## src/rtl/bexec_pkg.sv

```systemverilog
// Purpose: Shared constants for the branch and bit-set execution block.
// Assumes: 16-bit instruction words, 21-bit byte program counter.
// Notes: Register offsets are byte addresses on the AXI4-Lite slave.
//
// Behaviour
// RULE1: Opcode high byte E3 branches when the carry flag is clear.
// RULE2: Opcode high byte E7 branches when the negative flag is clear.
// RULE3: Opcode high byte E5 branches when the overflow flag is clear.
// RULE4: Opcode high byte E1 branches when the zero flag is clear.
// RULE5: A conditional branch carries a signed 8-bit offset, -128 to 127.
// RULE6: A taken branch loads the incremented counter plus twice the offset.
// RULE7: A conditional branch takes one cycle, or two when taken.
// RULE8: Top bits 11010 form a relative jump with an 11-bit signed offset.
// RULE9: The relative jump always takes two cycles, the second idle.
// RULE10: Top nibble 1000 sets bit bbb of the addressed file register.
// RULE11: With the bank bit clear the access bank is addressed.
// RULE12: With the bank bit set the bank select register picks the bank.
// RULE13: Bank bit clear, extended set on, address up to 95 is indexed.
// RULE14: None of these instructions changes any status flag.
// RULE15: The idle cycle of a taken branch flushes the prefetched word.
// RULE16: High bytes E2 and E6 branch on carry set and negative set.
package bexec_pkg;

  // ****************************************************************
  // Register map
  // ****************************************************************
  localparam logic [7:0] REG_CTRL = 8'h00;
  localparam logic [7:0] REG_STATUS = 8'h04;
  localparam logic [7:0] REG_BANK = 8'h08;
  localparam logic [7:0] REG_PC = 8'h0C;
  localparam logic [7:0] REG_INSTR = 8'h10;
  localparam logic [7:0] REG_STATE = 8'h14;
  localparam logic [7:0] REG_IDX_BASE = 8'h18;

  localparam int CTRL_EXT_BIT = 0;
  localparam int FLAG_C = 0;
  localparam int FLAG_Z = 1;
  localparam int FLAG_OV = 2;
  localparam int FLAG_N = 3;

  localparam logic [1:0] RESP_OKAY = 2'h0;
  localparam logic [1:0] RESP_SLVERR = 2'h2;

  // ****************************************************************
  // Encodings
  // ****************************************************************
  localparam logic [7:0] OP_BR_ZERO_SET = 8'hE0;
  localparam logic [7:0] OP_BR_ZERO_CLR = 8'hE1;
  localparam logic [7:0] OP_BR_CARRY_SET = 8'hE2;
  localparam logic [7:0] OP_BR_CARRY_CLR = 8'hE3;
  localparam logic [7:0] OP_BR_OVF_SET = 8'hE4;
  localparam logic [7:0] OP_BR_OVF_CLR = 8'hE5;
  localparam logic [7:0] OP_BR_NEG_SET = 8'hE6;
  localparam logic [7:0] OP_BR_NEG_CLR = 8'hE7;
  localparam logic [4:0] OP_REL_JUMP = 5'h1A;
  localparam logic [3:0] OP_BIT_SET = 4'h8;

  // ****************************************************************
  // Addressing and timing
  // ****************************************************************
  localparam logic [7:0] IDX_MAX = 8'h5F;
  localparam logic [7:0] ACC_SPLIT = 8'h60;
  localparam logic [3:0] ACC_LOW_BANK = 4'h0;
  localparam logic [3:0] ACC_HIGH_BANK = 4'hF;
  localparam logic [20:0] PC_STEP = 21'h000002;
  localparam logic [1:0] PH_DECODE = 2'h0;
  localparam logic [1:0] PH_READ = 2'h1;
  localparam logic [1:0] PH_PROCESS = 2'h2;
  localparam logic [1:0] PH_WRITE = 2'h3;

  typedef enum logic [1:0] {ST_IDLE, ST_EXEC, ST_NOP} exec_state_t;

endpackage : bexec_pkg

```

## src/rtl/phase_gen.sv

```systemverilog
// Purpose: Four-phase sequencer of the instruction cycle.
// Assumes: One clock; phases advance on a divided enable.
// Notes: Phase returns to decode whenever the core is idle.
`timescale 1ns/100ps
module phase_gen #(
  parameter int DIV = 1
) (
  // Clock and reset
  input wire logic aclk,
  input wire logic aresetn,
  // Control
  input wire logic run,
  // Phase
  output logic ph_en,
  output logic [1:0] ph
);

  initial begin
    if (DIV < 1 || DIV > 255) begin
      $error("phase_gen: DIV out of range");
    end
  end

  logic [7:0] div_q;

  assign ph_en = run && (div_q == 8'(DIV - 1));

  always_ff @(posedge aclk) begin
    if (!aresetn || !run || ph_en) begin
      div_q <= 8'h00;
    end else begin
      div_q <= div_q + 8'h01;
    end
  end

  always_ff @(posedge aclk) begin
    if (!aresetn || !run) begin
      ph <= bexec_pkg::PH_DECODE;
    end else if (ph_en) begin
      ph <= ph + 2'h1;
    end
  end

endmodule : phase_gen

```

## src/rtl/bank_addr_map.sv

```systemverilog
// Purpose: Forms the 12-bit file address of a bit-oriented instruction.
// Assumes: Sixteen banks of 256 bytes.
// Notes: Purely combinational.
`timescale 1ns/100ps
module bank_addr_map (
  // Operand fields
  input wire logic [7:0] f,
  input wire logic a_bit,
  // Banking state
  input wire logic [3:0] bank,
  input wire logic ext_en,
  input wire logic [11:0] idx_base,
  // Result
  output logic [11:0] addr
);

  always_comb begin
    // RULE12: bank register picks bank
    if (a_bit) begin
      addr = {bank, f};
    // RULE13: indexed literal offset
    end else if (ext_en && f <= bexec_pkg::IDX_MAX) begin
      addr = idx_base + {4'h0, f};
    // RULE11: access bank split
    end else if (f < bexec_pkg::ACC_SPLIT) begin
      addr = {bexec_pkg::ACC_LOW_BANK, f};
    end else begin
      addr = {bexec_pkg::ACC_HIGH_BANK, f};
    end
  end

endmodule : bank_addr_map

```

## src/rtl/branch_and_bit_set_exec.sv

```systemverilog
// Purpose: Executes the conditional branches, relative jump and bit set.
// Assumes: File memory returns read data the cycle after fr_re.
// Notes: Software loads an instruction word and watches busy.
`timescale 1ns/100ps
module branch_and_bit_set_exec #(
  parameter int ADDR_W = 8,
  parameter int PHASE_DIV = 1
) (
  // Clock and reset
  input wire logic aclk,
  input wire logic aresetn,
  // AXI4-Lite write address and data
  input wire logic [ADDR_W-1:0] s_axi_awaddr,
  input wire logic s_axi_awvalid,
  output logic s_axi_awready,
  input wire logic [31:0] s_axi_wdata,
  input wire logic [3:0] s_axi_wstrb,
  input wire logic s_axi_wvalid,
  output logic s_axi_wready,
  // AXI4-Lite write response
  output logic [1:0] s_axi_bresp,
  output logic s_axi_bvalid,
  input wire logic s_axi_bready,
  // AXI4-Lite read
  input wire logic [ADDR_W-1:0] s_axi_araddr,
  input wire logic s_axi_arvalid,
  output logic s_axi_arready,
  output logic [31:0] s_axi_rdata,
  output logic [1:0] s_axi_rresp,
  output logic s_axi_rvalid,
  input wire logic s_axi_rready,
  // Data file port
  output logic [11:0] fr_addr,
  output logic fr_re,
  input wire logic [7:0] fr_rdata,
  output logic fr_we,
  output logic [7:0] fr_wdata,
  // Fetch side
  output logic flush,
  output logic [20:0] fetch_addr,
  output logic busy
);

  initial begin
    if (ADDR_W < 5 || ADDR_W > 8) begin
      $error("branch_and_bit_set_exec: ADDR_W out of range");
    end
  end

  // ****************************************************************
  // Register bus
  // ****************************************************************
  bexec_pkg::exec_state_t st_q;
  logic aw_full_q, w_full_q, bvalid_q, rvalid_q;
  logic [7:0] aw_addr_q;
  logic [31:0] w_data_q, rdata_q;
  logic [3:0] w_strb_q;
  logic [1:0] bresp_q, rresp_q;
  logic do_wr, idle;
  logic [7:0] rd_addr;

  logic ext_en_q;
  logic [3:0] flags_q, bank_q;
  logic [20:0] pc_q, off_q;
  logic [15:0] instr_q;
  logic [11:0] idx_base_q;
  logic taken_q, illegal_q;

  function automatic logic [31:0] merge(input logic [31:0] old,
                                        input logic [31:0] nw,
                                        input logic [3:0] strb);
    logic [31:0] r;
    r = old;
    for (int i = 0; i < 4; i++) begin
      if (strb[i]) begin
        r[8*i +: 8] = nw[8*i +: 8];
      end
    end
    return r;
  endfunction : merge

  assign idle = (st_q == bexec_pkg::ST_IDLE);
  assign busy = !idle;
  assign s_axi_awready = !aw_full_q && !bvalid_q;
  assign s_axi_wready = !w_full_q && !bvalid_q;
  assign s_axi_arready = !rvalid_q;
  assign s_axi_bvalid = bvalid_q;
  assign s_axi_bresp = bresp_q;
  assign s_axi_rvalid = rvalid_q;
  assign s_axi_rdata = rdata_q;
  assign s_axi_rresp = rresp_q;
  assign do_wr = aw_full_q && w_full_q && !bvalid_q;
  assign rd_addr = 8'(s_axi_araddr);

  always_ff @(posedge aclk) begin
    if (!aresetn) begin
      aw_full_q <= 1'b0;
      aw_addr_q <= 8'h00;
    end else if (s_axi_awvalid && s_axi_awready) begin
      aw_full_q <= 1'b1;
      aw_addr_q <= 8'(s_axi_awaddr);
    end else if (do_wr) begin
      aw_full_q <= 1'b0;
    end
  end

  always_ff @(posedge aclk) begin
    if (!aresetn) begin
      w_full_q <= 1'b0;
      w_data_q <= 32'h00000000;
      w_strb_q <= 4'h0;
    end else if (s_axi_wvalid && s_axi_wready) begin
      w_full_q <= 1'b1;
      w_data_q <= s_axi_wdata;
      w_strb_q <= s_axi_wstrb;
    end else if (do_wr) begin
      w_full_q <= 1'b0;
    end
  end

  always_ff @(posedge aclk) begin
    if (!aresetn) begin
      bvalid_q <= 1'b0;
      bresp_q <= bexec_pkg::RESP_OKAY;
    end else if (do_wr) begin
      bvalid_q <= 1'b1;
      case (aw_addr_q)
        bexec_pkg::REG_CTRL, bexec_pkg::REG_STATUS, bexec_pkg::REG_BANK,
        bexec_pkg::REG_PC, bexec_pkg::REG_INSTR, bexec_pkg::REG_STATE,
        bexec_pkg::REG_IDX_BASE: bresp_q <= bexec_pkg::RESP_OKAY;
        default: bresp_q <= bexec_pkg::RESP_SLVERR;
      endcase
    end else if (s_axi_bready) begin
      bvalid_q <= 1'b0;
    end
  end

  always_ff @(posedge aclk) begin
    if (!aresetn) begin
      rvalid_q <= 1'b0;
      rdata_q <= 32'h00000000;
      rresp_q <= bexec_pkg::RESP_OKAY;
    end else if (s_axi_arvalid && s_axi_arready) begin
      rvalid_q <= 1'b1;
      rresp_q <= bexec_pkg::RESP_OKAY;
      case (rd_addr)
        bexec_pkg::REG_CTRL: rdata_q <= {31'h0, ext_en_q};
        bexec_pkg::REG_STATUS: rdata_q <= {28'h0, flags_q};
        bexec_pkg::REG_BANK: rdata_q <= {28'h0, bank_q};
        bexec_pkg::REG_PC: rdata_q <= {11'h0, pc_q};
        bexec_pkg::REG_INSTR: rdata_q <= {16'h0, instr_q};
        bexec_pkg::REG_STATE: rdata_q <= {29'h0, illegal_q, taken_q, busy};
        bexec_pkg::REG_IDX_BASE: rdata_q <= {20'h0, idx_base_q};
        default: begin
          rdata_q <= 32'h00000000;
          rresp_q <= bexec_pkg::RESP_SLVERR;
        end
      endcase
    end else if (s_axi_rready) begin
      rvalid_q <= 1'b0;
    end
  end

  // ****************************************************************
  // Software registers
  // ****************************************************************
  logic [31:0] wv, idx_wv, instr_wv, pc_wv;
  logic start;

  assign wv = merge(32'h00000000, w_data_q, w_strb_q);
  assign idx_wv = merge({20'h0, idx_base_q}, w_data_q, w_strb_q);
  assign instr_wv = merge({16'h0, instr_q}, w_data_q, w_strb_q);
  assign pc_wv = merge({11'h0, pc_q}, w_data_q, w_strb_q);
  // Writes that would disturb a running instruction are dropped, except REG_CTRL writes, which update the extended bit even while busy.
  assign start = do_wr && idle && aw_addr_q == bexec_pkg::REG_INSTR;

  always_ff @(posedge aclk) begin
    if (!aresetn) begin
      ext_en_q <= 1'b0;
      bank_q <= 4'h0;
      idx_base_q <= 12'h000;
    end else if (do_wr) begin
      if (aw_addr_q == bexec_pkg::REG_CTRL && w_strb_q[0]) begin
        ext_en_q <= wv[bexec_pkg::CTRL_EXT_BIT];
      end
      if (aw_addr_q == bexec_pkg::REG_BANK && w_strb_q[0] && idle) begin
        bank_q <= wv[3:0];
      end
      if (aw_addr_q == bexec_pkg::REG_IDX_BASE && idle) begin
        idx_base_q <= idx_wv[11:0];
      end
    end
  end

  // RULE14: flags only move by software
  always_ff @(posedge aclk) begin
    if (!aresetn) begin
      flags_q <= 4'h0;
    end else if (do_wr && idle && aw_addr_q == bexec_pkg::REG_STATUS &&
                 w_strb_q[0]) begin
      flags_q <= wv[3:0];
    end
  end

  always_ff @(posedge aclk) begin
    if (!aresetn) begin
      instr_q <= 16'h0000;
    end else if (start) begin
      instr_q <= instr_wv[15:0];
    end
  end

  // ****************************************************************
  // Sequencing
  // ****************************************************************
  logic ph_en, at_decode, at_read, at_proc, at_write, cond;
  logic [1:0] ph;
  logic [11:0] map_addr;

  phase_gen #(.DIV(PHASE_DIV)) u_phase (
    .aclk(aclk),
    .aresetn(aresetn),
    .run(busy),
    .ph_en(ph_en),
    .ph(ph)
  );

  bank_addr_map u_map (
    .f(instr_q[7:0]),
    .a_bit(instr_q[8]),
    .bank(bank_q),
    .ext_en(ext_en_q),
    .idx_base(idx_base_q),
    .addr(map_addr)
  );

  assign at_decode = st_q == bexec_pkg::ST_EXEC && ph_en &&
                     ph == bexec_pkg::PH_DECODE;
  assign at_read = st_q == bexec_pkg::ST_EXEC && ph_en &&
                   ph == bexec_pkg::PH_READ;
  assign at_proc = st_q == bexec_pkg::ST_EXEC && ph_en &&
                   ph == bexec_pkg::PH_PROCESS;
  assign at_write = st_q == bexec_pkg::ST_EXEC && ph_en &&
                    ph == bexec_pkg::PH_WRITE;

  always_comb begin
    case (instr_q[15:8])
      // RULE4: not zero
      bexec_pkg::OP_BR_ZERO_CLR: cond = !flags_q[bexec_pkg::FLAG_Z];
      bexec_pkg::OP_BR_ZERO_SET: cond = flags_q[bexec_pkg::FLAG_Z];
      // RULE1: no carry
      bexec_pkg::OP_BR_CARRY_CLR: cond = !flags_q[bexec_pkg::FLAG_C];
      // RULE16: carry or negative set
      bexec_pkg::OP_BR_CARRY_SET: cond = flags_q[bexec_pkg::FLAG_C];
      bexec_pkg::OP_BR_NEG_SET: cond = flags_q[bexec_pkg::FLAG_N];
      // RULE3: no overflow
      bexec_pkg::OP_BR_OVF_CLR: cond = !flags_q[bexec_pkg::FLAG_OV];
      bexec_pkg::OP_BR_OVF_SET: cond = flags_q[bexec_pkg::FLAG_OV];
      // RULE2: not negative
      bexec_pkg::OP_BR_NEG_CLR: cond = !flags_q[bexec_pkg::FLAG_N];
      // RULE8: relative jump always goes
      default: cond = instr_q[15:11] == bexec_pkg::OP_REL_JUMP;
    endcase
  end

  always_ff @(posedge aclk) begin
    if (!aresetn) begin
      taken_q <= 1'b0;
      illegal_q <= 1'b0;
      off_q <= 21'h000000;
    end else if (at_decode) begin
      taken_q <= cond;
      illegal_q <= !cond && instr_q[15:11] != 5'(bexec_pkg::OP_BR_ZERO_SET
                   >> 3) && instr_q[15:12] != bexec_pkg::OP_BIT_SET;
      // RULE5: sign-extend the offset field
      if (instr_q[15:11] == bexec_pkg::OP_REL_JUMP) begin
        off_q <= {{10{instr_q[10]}}, instr_q[10:0]};
      end else begin
        off_q <= {{13{instr_q[7]}}, instr_q[7:0]};
      end
    end
  end

  // RULE7: taken branches add an idle cycle
  // RULE9: relative jump always two cycles
  always_ff @(posedge aclk) begin
    if (!aresetn) begin
      st_q <= bexec_pkg::ST_IDLE;
    end else begin
      case (st_q)
        bexec_pkg::ST_IDLE: begin
          if (start) begin
            st_q <= bexec_pkg::ST_EXEC;
          end
        end
        bexec_pkg::ST_EXEC: begin
          if (at_write) begin
            st_q <= taken_q ? bexec_pkg::ST_NOP : bexec_pkg::ST_IDLE;
          end
        end
        bexec_pkg::ST_NOP: begin
          if (ph_en && ph == bexec_pkg::PH_WRITE) begin
            st_q <= bexec_pkg::ST_IDLE;
          end
        end
        default: st_q <= bexec_pkg::ST_IDLE;
      endcase
    end
  end

  // RULE6: target is incremented count plus twice offset
  always_ff @(posedge aclk) begin
    if (!aresetn) begin
      pc_q <= 21'h000000;
    end else if (do_wr && idle && aw_addr_q == bexec_pkg::REG_PC) begin
      // Instructions sit on even addresses, so bit 0 is never stored.
      pc_q <= {pc_wv[20:1], 1'b0};
    end else if (at_decode) begin
      pc_q <= pc_q + bexec_pkg::PC_STEP;
    end else if (at_write && taken_q) begin
      pc_q <= pc_q + {off_q[19:0], 1'b0};
    end
  end

  // RULE15: drop prefetched word, refetch target
  always_ff @(posedge aclk) begin
    if (!aresetn) begin
      flush <= 1'b0;
      fetch_addr <= 21'h000000;
    end else begin
      flush <= at_write && taken_q;
      if (at_write && taken_q) begin
        fetch_addr <= pc_q + {off_q[19:0], 1'b0};
      end
    end
  end

  // ****************************************************************
  // Bit set datapath
  // ****************************************************************
  logic is_bset;
  logic [7:0] fdata_q;

  assign is_bset = instr_q[15:12] == bexec_pkg::OP_BIT_SET;

  // RULE10: read, set bit bbb, write back
  always_ff @(posedge aclk) begin
    if (!aresetn) begin
      fr_addr <= 12'h000;
      fr_re <= 1'b0;
      fr_we <= 1'b0;
      fr_wdata <= 8'h00;
      fdata_q <= 8'h00;
    end else begin
      // The read goes out during the read phase so the file's answer,
      // due one cycle later, stands by the end of the process phase.
      fr_re <= at_decode && is_bset;
      fr_we <= at_write && is_bset;
      if (at_decode && is_bset) begin
        fr_addr <= map_addr;
      end
      if (at_proc && is_bset) begin
        fdata_q <= fr_rdata;
      end
      if (at_write && is_bset) begin
        fr_wdata <= fdata_q | (8'h01 << instr_q[11:9]);
      end
    end
  end

  // ****************************************************************
  // Checks
  // ****************************************************************
  no_carry_a: assert property (@(posedge aclk) disable iff (!aresetn)
    at_decode && instr_q[15:8] == bexec_pkg::OP_BR_CARRY_CLR |=>
    taken_q == !$past(flags_q[bexec_pkg::FLAG_C]))
    else $error("carry clear branch decision wrong"); // RULE1
  not_neg_a: assert property (@(posedge aclk) disable iff (!aresetn)
    at_decode && instr_q[15:8] == bexec_pkg::OP_BR_NEG_CLR |=>
    taken_q == !$past(flags_q[bexec_pkg::FLAG_N]))
    else $error("negative clear branch decision wrong"); // RULE2
  no_ovf_a: assert property (@(posedge aclk) disable iff (!aresetn)
    at_decode && instr_q[15:8] == bexec_pkg::OP_BR_OVF_CLR |=>
    taken_q == !$past(flags_q[bexec_pkg::FLAG_OV]))
    else $error("overflow clear branch decision wrong"); // RULE3
  not_zero_a: assert property (@(posedge aclk) disable iff (!aresetn)
    at_decode && instr_q[15:8] == bexec_pkg::OP_BR_ZERO_CLR |=>
    taken_q == !$past(flags_q[bexec_pkg::FLAG_Z]))
    else $error("zero clear branch decision wrong"); // RULE4
  off_sext_a: assert property (@(posedge aclk) disable iff (!aresetn)
    at_decode && instr_q[15:11] == 5'h1C |=>
    $signed(off_q) == $signed($past(instr_q[7:0])))
    else $error("short offset not sign extended"); // RULE5
  pc_target_a: assert property (@(posedge aclk) disable iff (!aresetn)
    at_write && taken_q |=> pc_q == $past(pc_q) + {$past(off_q[19:0]), 1'b0}
    && fetch_addr == pc_q)
    else $error("branch target wrong"); // RULE6
  cycle_count_a: assert property (@(posedge aclk) disable iff (!aresetn)
    at_write |=> (st_q == bexec_pkg::ST_NOP) == $past(taken_q))
    else $error("taken branch cycle count wrong"); // RULE7
  jump_taken_a: assert property (@(posedge aclk) disable iff (!aresetn)
    at_decode && instr_q[15:11] == bexec_pkg::OP_REL_JUMP |=> taken_q)
    else $error("relative jump not taken"); // RULE9
  bit_write_a: assert property (@(posedge aclk) disable iff (!aresetn)
    fr_we |-> fr_wdata[instr_q[11:9]] && fr_re == 1'b0)
    else $error("selected bit not set"); // RULE10
  bank_pick_a: assert property (@(posedge aclk) disable iff (!aresetn)
    fr_we && instr_q[8] |-> fr_addr[11:8] == bank_q)
    else $error("bank register not used"); // RULE12
  flags_hold_a: assert property (@(posedge aclk) disable iff (!aresetn)
    busy |=> $stable(flags_q))
    else $error("flags changed during execution"); // RULE14
  flush_seq_a: assert property (@(posedge aclk) disable iff (!aresetn)
    $rose(st_q == bexec_pkg::ST_NOP) |-> flush)
    else $error("idle cycle without flush"); // RULE15

endmodule : branch_and_bit_set_exec

```

## config.mk

```make
export PLATFORM = sky130hd
export DESIGN_NAME = branch_and_bit_set_exec
export DESIGN_NICKNAME = d
export VERILOG_FILES = /design/src/rtl/bexec_pkg.sv /design/src/rtl/phase_gen.sv /design/src/rtl/bank_addr_map.sv /design/src/rtl/branch_and_bit_set_exec.sv
export SDC_FILE = /design/constraint.sdc
export NUM_CORES = 1
export LEC_CHECK = 0
export BUFFER_PORTS_ARGS = -buffer_cell sky130_fd_sc_hd__buf_4
export CORE_ASPECT_RATIO = 0.7
export CORE_MARGIN = 2
export CORE_UTILIZATION = 35
export DETAILED_ROUTE_END_ITERATION = 10
export GPL_ROUTABILITY_DRIVEN = 0
export PLACE_DENSITY = 0.62
export SKIP_LAST_GASP = 1
export SLEW_MARGIN = 0
export SYNTH_ARGS = -nofsm -noshare
export SYNTH_HDL_FRONTEND = slang
export SYNTH_HIERARCHICAL = 1
export SYNTH_SLANG_ARGS = --single-unit
```

## constraint.sdc

```tcl
create_clock -name aclk -period 3.6 [get_ports aclk]
set_clock_uncertainty 0.15 [all_clocks]
set_input_delay 0.36 -clock aclk [delete_from_list [all_inputs] [get_ports aclk]]
set_output_delay 0.36 -clock aclk [all_outputs]
set_load 0.02 [all_outputs]
```

# --- Word level (Yosys, flattened, before mapping) ---
# Cells that the tools add are included.
totals:
  register_bits: 216
  in_bits: 67
  out_inout_bits: 86
  word_cells: 171
classes:
  add_sub_neg: 5
  n_lt_le_gt_ge: 2
  eq_ne: 34
  shift: 1
  muxes: 27
  bitwise: 2
  reduce_logical: 66
ops:
  columns: ["cell", "n"]
  rows:
  - ["case mux 21 bit (7 select lines)", 1]
  - ["equality test 8 bit, second input constant", 8]
  - ["2-to-1 mux 21 bit", 3]
  - ["equality test 8 x 5 -> 1 bit, second input constant", 6]
  - ["2-to-1 mux 12 bit", 3]
  - ["equality test 8 x 4 -> 1 bit, second input constant", 4]
  - ["logical AND 1 bit", 29]
  - ["logical NOT 8 bit", 3]
  - ["adder 21 x 2 -> 21 bit, second input constant", 1]
  - ["adder 21 bit", 1]
  - ["2-to-1 mux 20 bit", 1]
  - ["equality test 8 x 3 -> 1 bit, second input constant", 2]
  - ["2-to-1 mux 8 bit", 2]
  - ["AND reduction 2 bit", 7]
  - ["OR reduction 7 bit", 2]
  - ["adder 12 x 8 -> 12 bit", 1]
  - ["2-to-1 mux 2 bit", 6]
  - ["logical NOT 1 bit", 11]
  - ["!= test 2 bit, second input constant", 5]
  - ["nonzero test 2 bit", 5]
  - ["AND reduction 3 bit", 3]
  - ["adder 8 x 1 -> 8 bit, second input constant", 1]
  - ["<= comparator 8 x 7 -> 1 bit, second input constant", 1]
  - ["less-than comparator 8 x 7 -> 1 bit, second input constant", 1]
  - ["20 further kinds", 30]

# --- Depth between registers and ports, before layout ---
logic_depth:
  word_depth: 9
  ltp_mapped: 12
  depth_no_buf: 11

# --- Hierarchy ---
# The synthesis kept the hierarchy.
modules_own_cells:
  columns: ["mod", "instances", "cells_each", "area_each_um2"]
  rows:
  - ["branch_and_bit_set_exec", 1, 1130, 8961.1]
  - ["bank_addr_map", 1, 96, 636.9]
  - ["phase_gen", 1, 54, 456.7]

# --- Least setup slack after synthesis ---
# No wires, ideal clock.
synth_timing:
  kind: "reg-to-reg"
  from: "register u_phase.div_q[0]"
  to: "register pc_q[1]"
  setup_ns: 0.128
  arrival_ns: 2.452
  required_time_ns: 3.322
  path_slack_ns: 0.870
  path_stages_with_launch: 13
  path_buffers: 2
  synth_period_minus_slack_ns: 2.730
  path_cell_list: "dfxtp_1 > inv_1 > ha_1 > nor4b_1 > and3_1 > nand3b_1 > or3_1 > clkbuf_1 > clkbuf_1 > a21oi_1 > nor2_1 > a221oi_1 > nor2_1"
synth_between:
  elab_chain_len: 7
synth_rtl:
  columns: ["element", "line_no", "source"]
  rows:
  - ["start, declared", "phase_gen.sv:24", "logic [7:0] div_q;"]
  - ["start signal, assigned", "phase_gen.sv:32", "div_q <= div_q + 8'h01;"]
  - ["logical NOT 8 bit (*)", "phase_gen.sv:26", "assign ph_en = run && (div_q == 8'(DIV - 1));"]
  - ["logical AND 1 bit (*)", "phase_gen.sv:26", null]
  - ["named net ph_en", "branch_and_bit_set_exec.sv:216", "logic ph_en, at_decode, at_read, at_proc, at_write, cond;"]
  - ["logical AND 1 bit (*)", "branch_and_bit_set_exec.sv:237, branch_and_bit_set_exec.sv:243", null]
  - ["logical AND 1 bit", "branch_and_bit_set_exec.sv:243", "assign at_write = st_q == bexec_pkg::ST_EXEC && ph_en &&"]
  - ["logical AND 1 bit", "branch_and_bit_set_exec.sv:320", "end else if (at_write && taken_q) begin"]
  - ["nonzero test 3 bit (no source line)", null, null]
  - ["AND reduction 2 bit (no source line)", null, null]
  - ["end signal, assigned", "branch_and_bit_set_exec.sv:317", "pc_q <= {pc_wv[20:1], 1'b0};"]
  - ["end signal, assigned", "branch_and_bit_set_exec.sv:319", "pc_q <= pc_q + bexec_pkg::PC_STEP;"]
  - ["end signal, assigned", "branch_and_bit_set_exec.sv:321", "pc_q <= pc_q + {off_q[19:0], 1'b0};"]
  - ["end, declared", "branch_and_bit_set_exec.sv:64", "logic [20:0] pc_q, off_q;"]
# Mark *: on every way through the listed nets, which the timed path passes. The rest lies on a longest branch.
# A chain may end at the register's enable or synchronous reset.

# --- Final worst setup path ---
layout_timing:
  from: "register pc_q[1]"
  to: "register pc_q[15]"
layout_between:
  elab_chain_len: 4
layout_rtl:
  columns: ["element", "line_no", "source"]
  rows:
  - ["adder 21 bit", "branch_and_bit_set_exec.sv:321", null]
  - ["2-to-1 mux 21 bit", "branch_and_bit_set_exec.sv:320", null]
  - ["2-to-1 mux 21 bit (*)", "branch_and_bit_set_exec.sv:318", "end else if (at_decode) begin"]
  - ["2-to-1 mux 21 bit (*)", "branch_and_bit_set_exec.sv:315", "end else if (do_wr && idle && aw_addr_q == bexec_pkg::REG_PC) begin"]
# Every way passes the cells marked *; elsewhere a longest branch is shown, timed or not. The select of a mux whose other input is x is not followed.

==> summary.md <==
| Metric | Value |
|---|---|
| Status | `complete, no violations` |
| CP Capture Type | `flip-flop` |
| Synthesized flop and latch total | `~190` |
| Max incr delay on CP | `slightly below 500 ps` |
| Max Freq | `about 320 MHz` |
| Post-synth ARST share | `0%` |
| Number of vias per cell | `between 5 and 6` |
| Input/output buffers | `roughly 130` |
| Setup Buffers After CTS | `0` |
| Clk Latency, worst-skew pair | `between 400 and 500 ps` |
| Worst rel slew slack | `between 20% and 30%` |
| Total negative slack | `0 ps` |
| Fin nets | `about 1500` |
| Most frequent cells in the layout | `nand2_1 (224), dfxtp_1 (192), a21oi_1 (160)` |
| RSZ-0062 raised after global routing | `false` |
| Worst Tran Pin Value | `~1100 ps` |
| Initial antenna violation count | `0` |
| Grt total ovfl | `0` |
| Worst setup path class | `reg -> reg` |
| Maximum fanout along the worst path | `7` |
| Max Cap Violations | `0` |
| I/O pin count | `between 150 and 200` |
| Vias | `slightly below 10000` |
| Core area | `~0.028 mm2` |
| Tmin final | `3130 ps` |
| # setup viols final | `0` |
| WL/cell | `17.8 um` |
| Synth cell types | `88` |
| Area Overhead vs Synth | `19.7%` |
| VDD IR-drop max | `between 0.0002 and 0.0003 V` |
| Number of flops mapped to enable cells by yosys | `0` |
| Die Height | `~150 um` |
| Final Hold Slack | `between 15 and 20 ps` |
| GRT Total Usage | `between 20% and 30%` |
| Initial Util | `a little over a third` |
| Post-synthesis cell count | `around 1300` |
| Clock transition at the registers of the reported paths | `about 80 ps` |
| Synthesized area | `just over 0.01 mm2` |
| Die ar. | `0.0301 mm2` |
| Top_reg_cell synth | `dfxtp_1` |
| Largest net degree at the start of global routing | `a little under 80` |
| TritonCTS clock tree | `done` |
| H-tree Lvls | `4` |
| Clk buf depth | `2` |
| Post-DP HPWL | `around 23 mm` |
| Post-route ant nets | `0` |
| Drt drc | `0` |
| Startpoint Class | `flip-flop` |
| R2R Setup Slk | `between 400 and 500 ps` |
| Die Wd | `a little over 200 um` |
| Seq/Total Area, Yosys | `about two fifths` |
| PwrDens | `367 mW/mm2` |
| Layout cell share with drive strength beyond 1 | `around 15%` |
| Critical-path cell list | `ha_1, fa_1, a21o_1, a221oi_2, o221a_2, nand2_1, xnor2_1, nand2_1, a32o_1` |
| First-pass GRT wire length | `just under 50 mm` |
| Detailed Route Iter0 Violations | `973` |
| Static leakage | `roughly 4.7 nW` |
| Crit-path most repeated cell | `nand2_1` |
| Post-Route WL | `~31 mm` |
| N_diodes | `0` |
| Commonest non-fill, non-tap cell in the layout | `nand2_1` |
| Mean post-synth cell area | `between 7 and 8 um2` |
| Drt pass-1 iters | `6` |
| Yosys warns | `6` |
| Part of the cycle the worst path needs | `87.1%` |
| Worst path arrival time | `~3300 ps` |
| Final hold vios | `0` |
| Max Transition Viols Final | `0` |
| Vias in the first global route | `8711` |
| Crit-path slowest cell | `a221oi_2` |
| # rows | `51` |
| CTS buffer count | `17` |
| Sink Count | `~190` |
| Root Driver | `clkbuf_16` |
| CP Data Required Time | `3790 ps` |
| Worst Hold Class | `in -> reg` |
-- cell families after synthesis --
logic type	count (synthesis)	share of synthesized area [%]
adder cells (fa/ha/maj)	32	4.13
flip-flops	192	38.2
AND/OR/NAND/NOR	512	23.6
multiplexers	25	2.66
XOR/XNOR	44	3.83
buffers and inverters	123	5.43
AO/OA/AOI/OAI	351	22.1
other	1	0.0373
-- cell usage after synthesis (all sizes together) (12+ instances only) --
master | count | area [um2]
nand2 | 225 | 847
dfxtp | 192 | 3840
a21oi | 164 | 832
nor2 | 109 | 419
nand3 | 75 | 380
clkbuf | 57 | 215
o21ai | 56 | 284
inv | 34 | 128
buf | 31 | 199
ha | 30 | 375
xnor2 | 28 | 245
a31oi | 21 | 131
mux2i | 20 | 200
a211oi | 18 | 140
nor3 | 17 | 106
xor2 | 16 | 140
a21o | 14 | 106
and3 | 14 | 87.6
a221oi | 12 | 111
o211ai | 12 | 90.1
-- flip-flops by register name, indices dropped and copies added (netlist names), 8 cells and up --
register / cells
fr_addr: 12
fr_wdata: 8
fdata_q: 8
aw_addr_q: 8
fetch_addr: 20
u_phase/div_q: 8
off_q: 11
pc_q: 20
s_axi_rdata: 21
instr_q: 16
idx_base_q: 12
w_data_q: 21
-- layer usage --
layer  up-vias  GRT usage (%)  part of all wire [%]  routed length (um)
met5         -              0                     0                   0
met4         0           4.79                   1.3                 399
met3        36           4.81                   9.1                2860
met2       394           27.7                    40               12500
met1      4507           32.9                    50               15700
li1       4735              -                     -                   -
-- what timing repair did --
| item | 4_1_cts | 5_1_grt |
|---|---|---|
| resized for setup | 0 | 2 |
| endpoints found under the hold margin | 18 | 0 |
| hold buffers | 18 | 0 |
| setup endpoints to repair | 0 | 7 |
-- layout make-up --
type	instances	area, um2
Multi-Input combinational cell	978	5730
Inverter	35	134
Timing Repair Buffer	163	1270
Sequential cell	192	3840
Tap cell	371	464
Clock buffer	18	439
Fill cell	2814	16000
Clock inverter	14	151
-- stage by stage --
step	instances	utilization (%)	worst slack [ps]	cell area (um2)	power (mW)
after global placement	1721	40.2	453	11300	2.49
after CTS	1771	42.9	369	12000	4.45
after detailed placement	1721	40.2	395	11300	2.49
after global routing	1771	42.9	177	12000	4.57
after floorplan	1293	-	870	10100	2.39
final	1771	42.9	466	12000	4.42
-- worst paths after layout --
check / depth (start not counted) / endpoint / startpoint
worst min-delay path: 3 / w_data_q[13] / s_axi_wdata[13]
worst max-delay path: 9 / pc_q[15] / pc_q[1]
worst min register to register: 2 / fetch_addr[4] / fetch_addr[4]
worst max register to register: 9 / pc_q[15] / pc_q[1]
-- where the power goes --
part	leakage [nW]	switching (mW)	internal, mW
clock network	0.294	0.902	1.06
logic	2.82	0.160	0.101
registers	1.55	0.0451	2.15
-- critical path, delay by kind of cell, from the launching register on --
kind                     cells  cell delay (ps)
AND/OR/NAND/NOR              2              170
XOR/XNOR                     1              400
AO/OA/AOI/OAI                4             1240
adder cells (fa/ha/maj)      2              670
flip-flops                   1              390
Power figures use the tool's default switching activity.
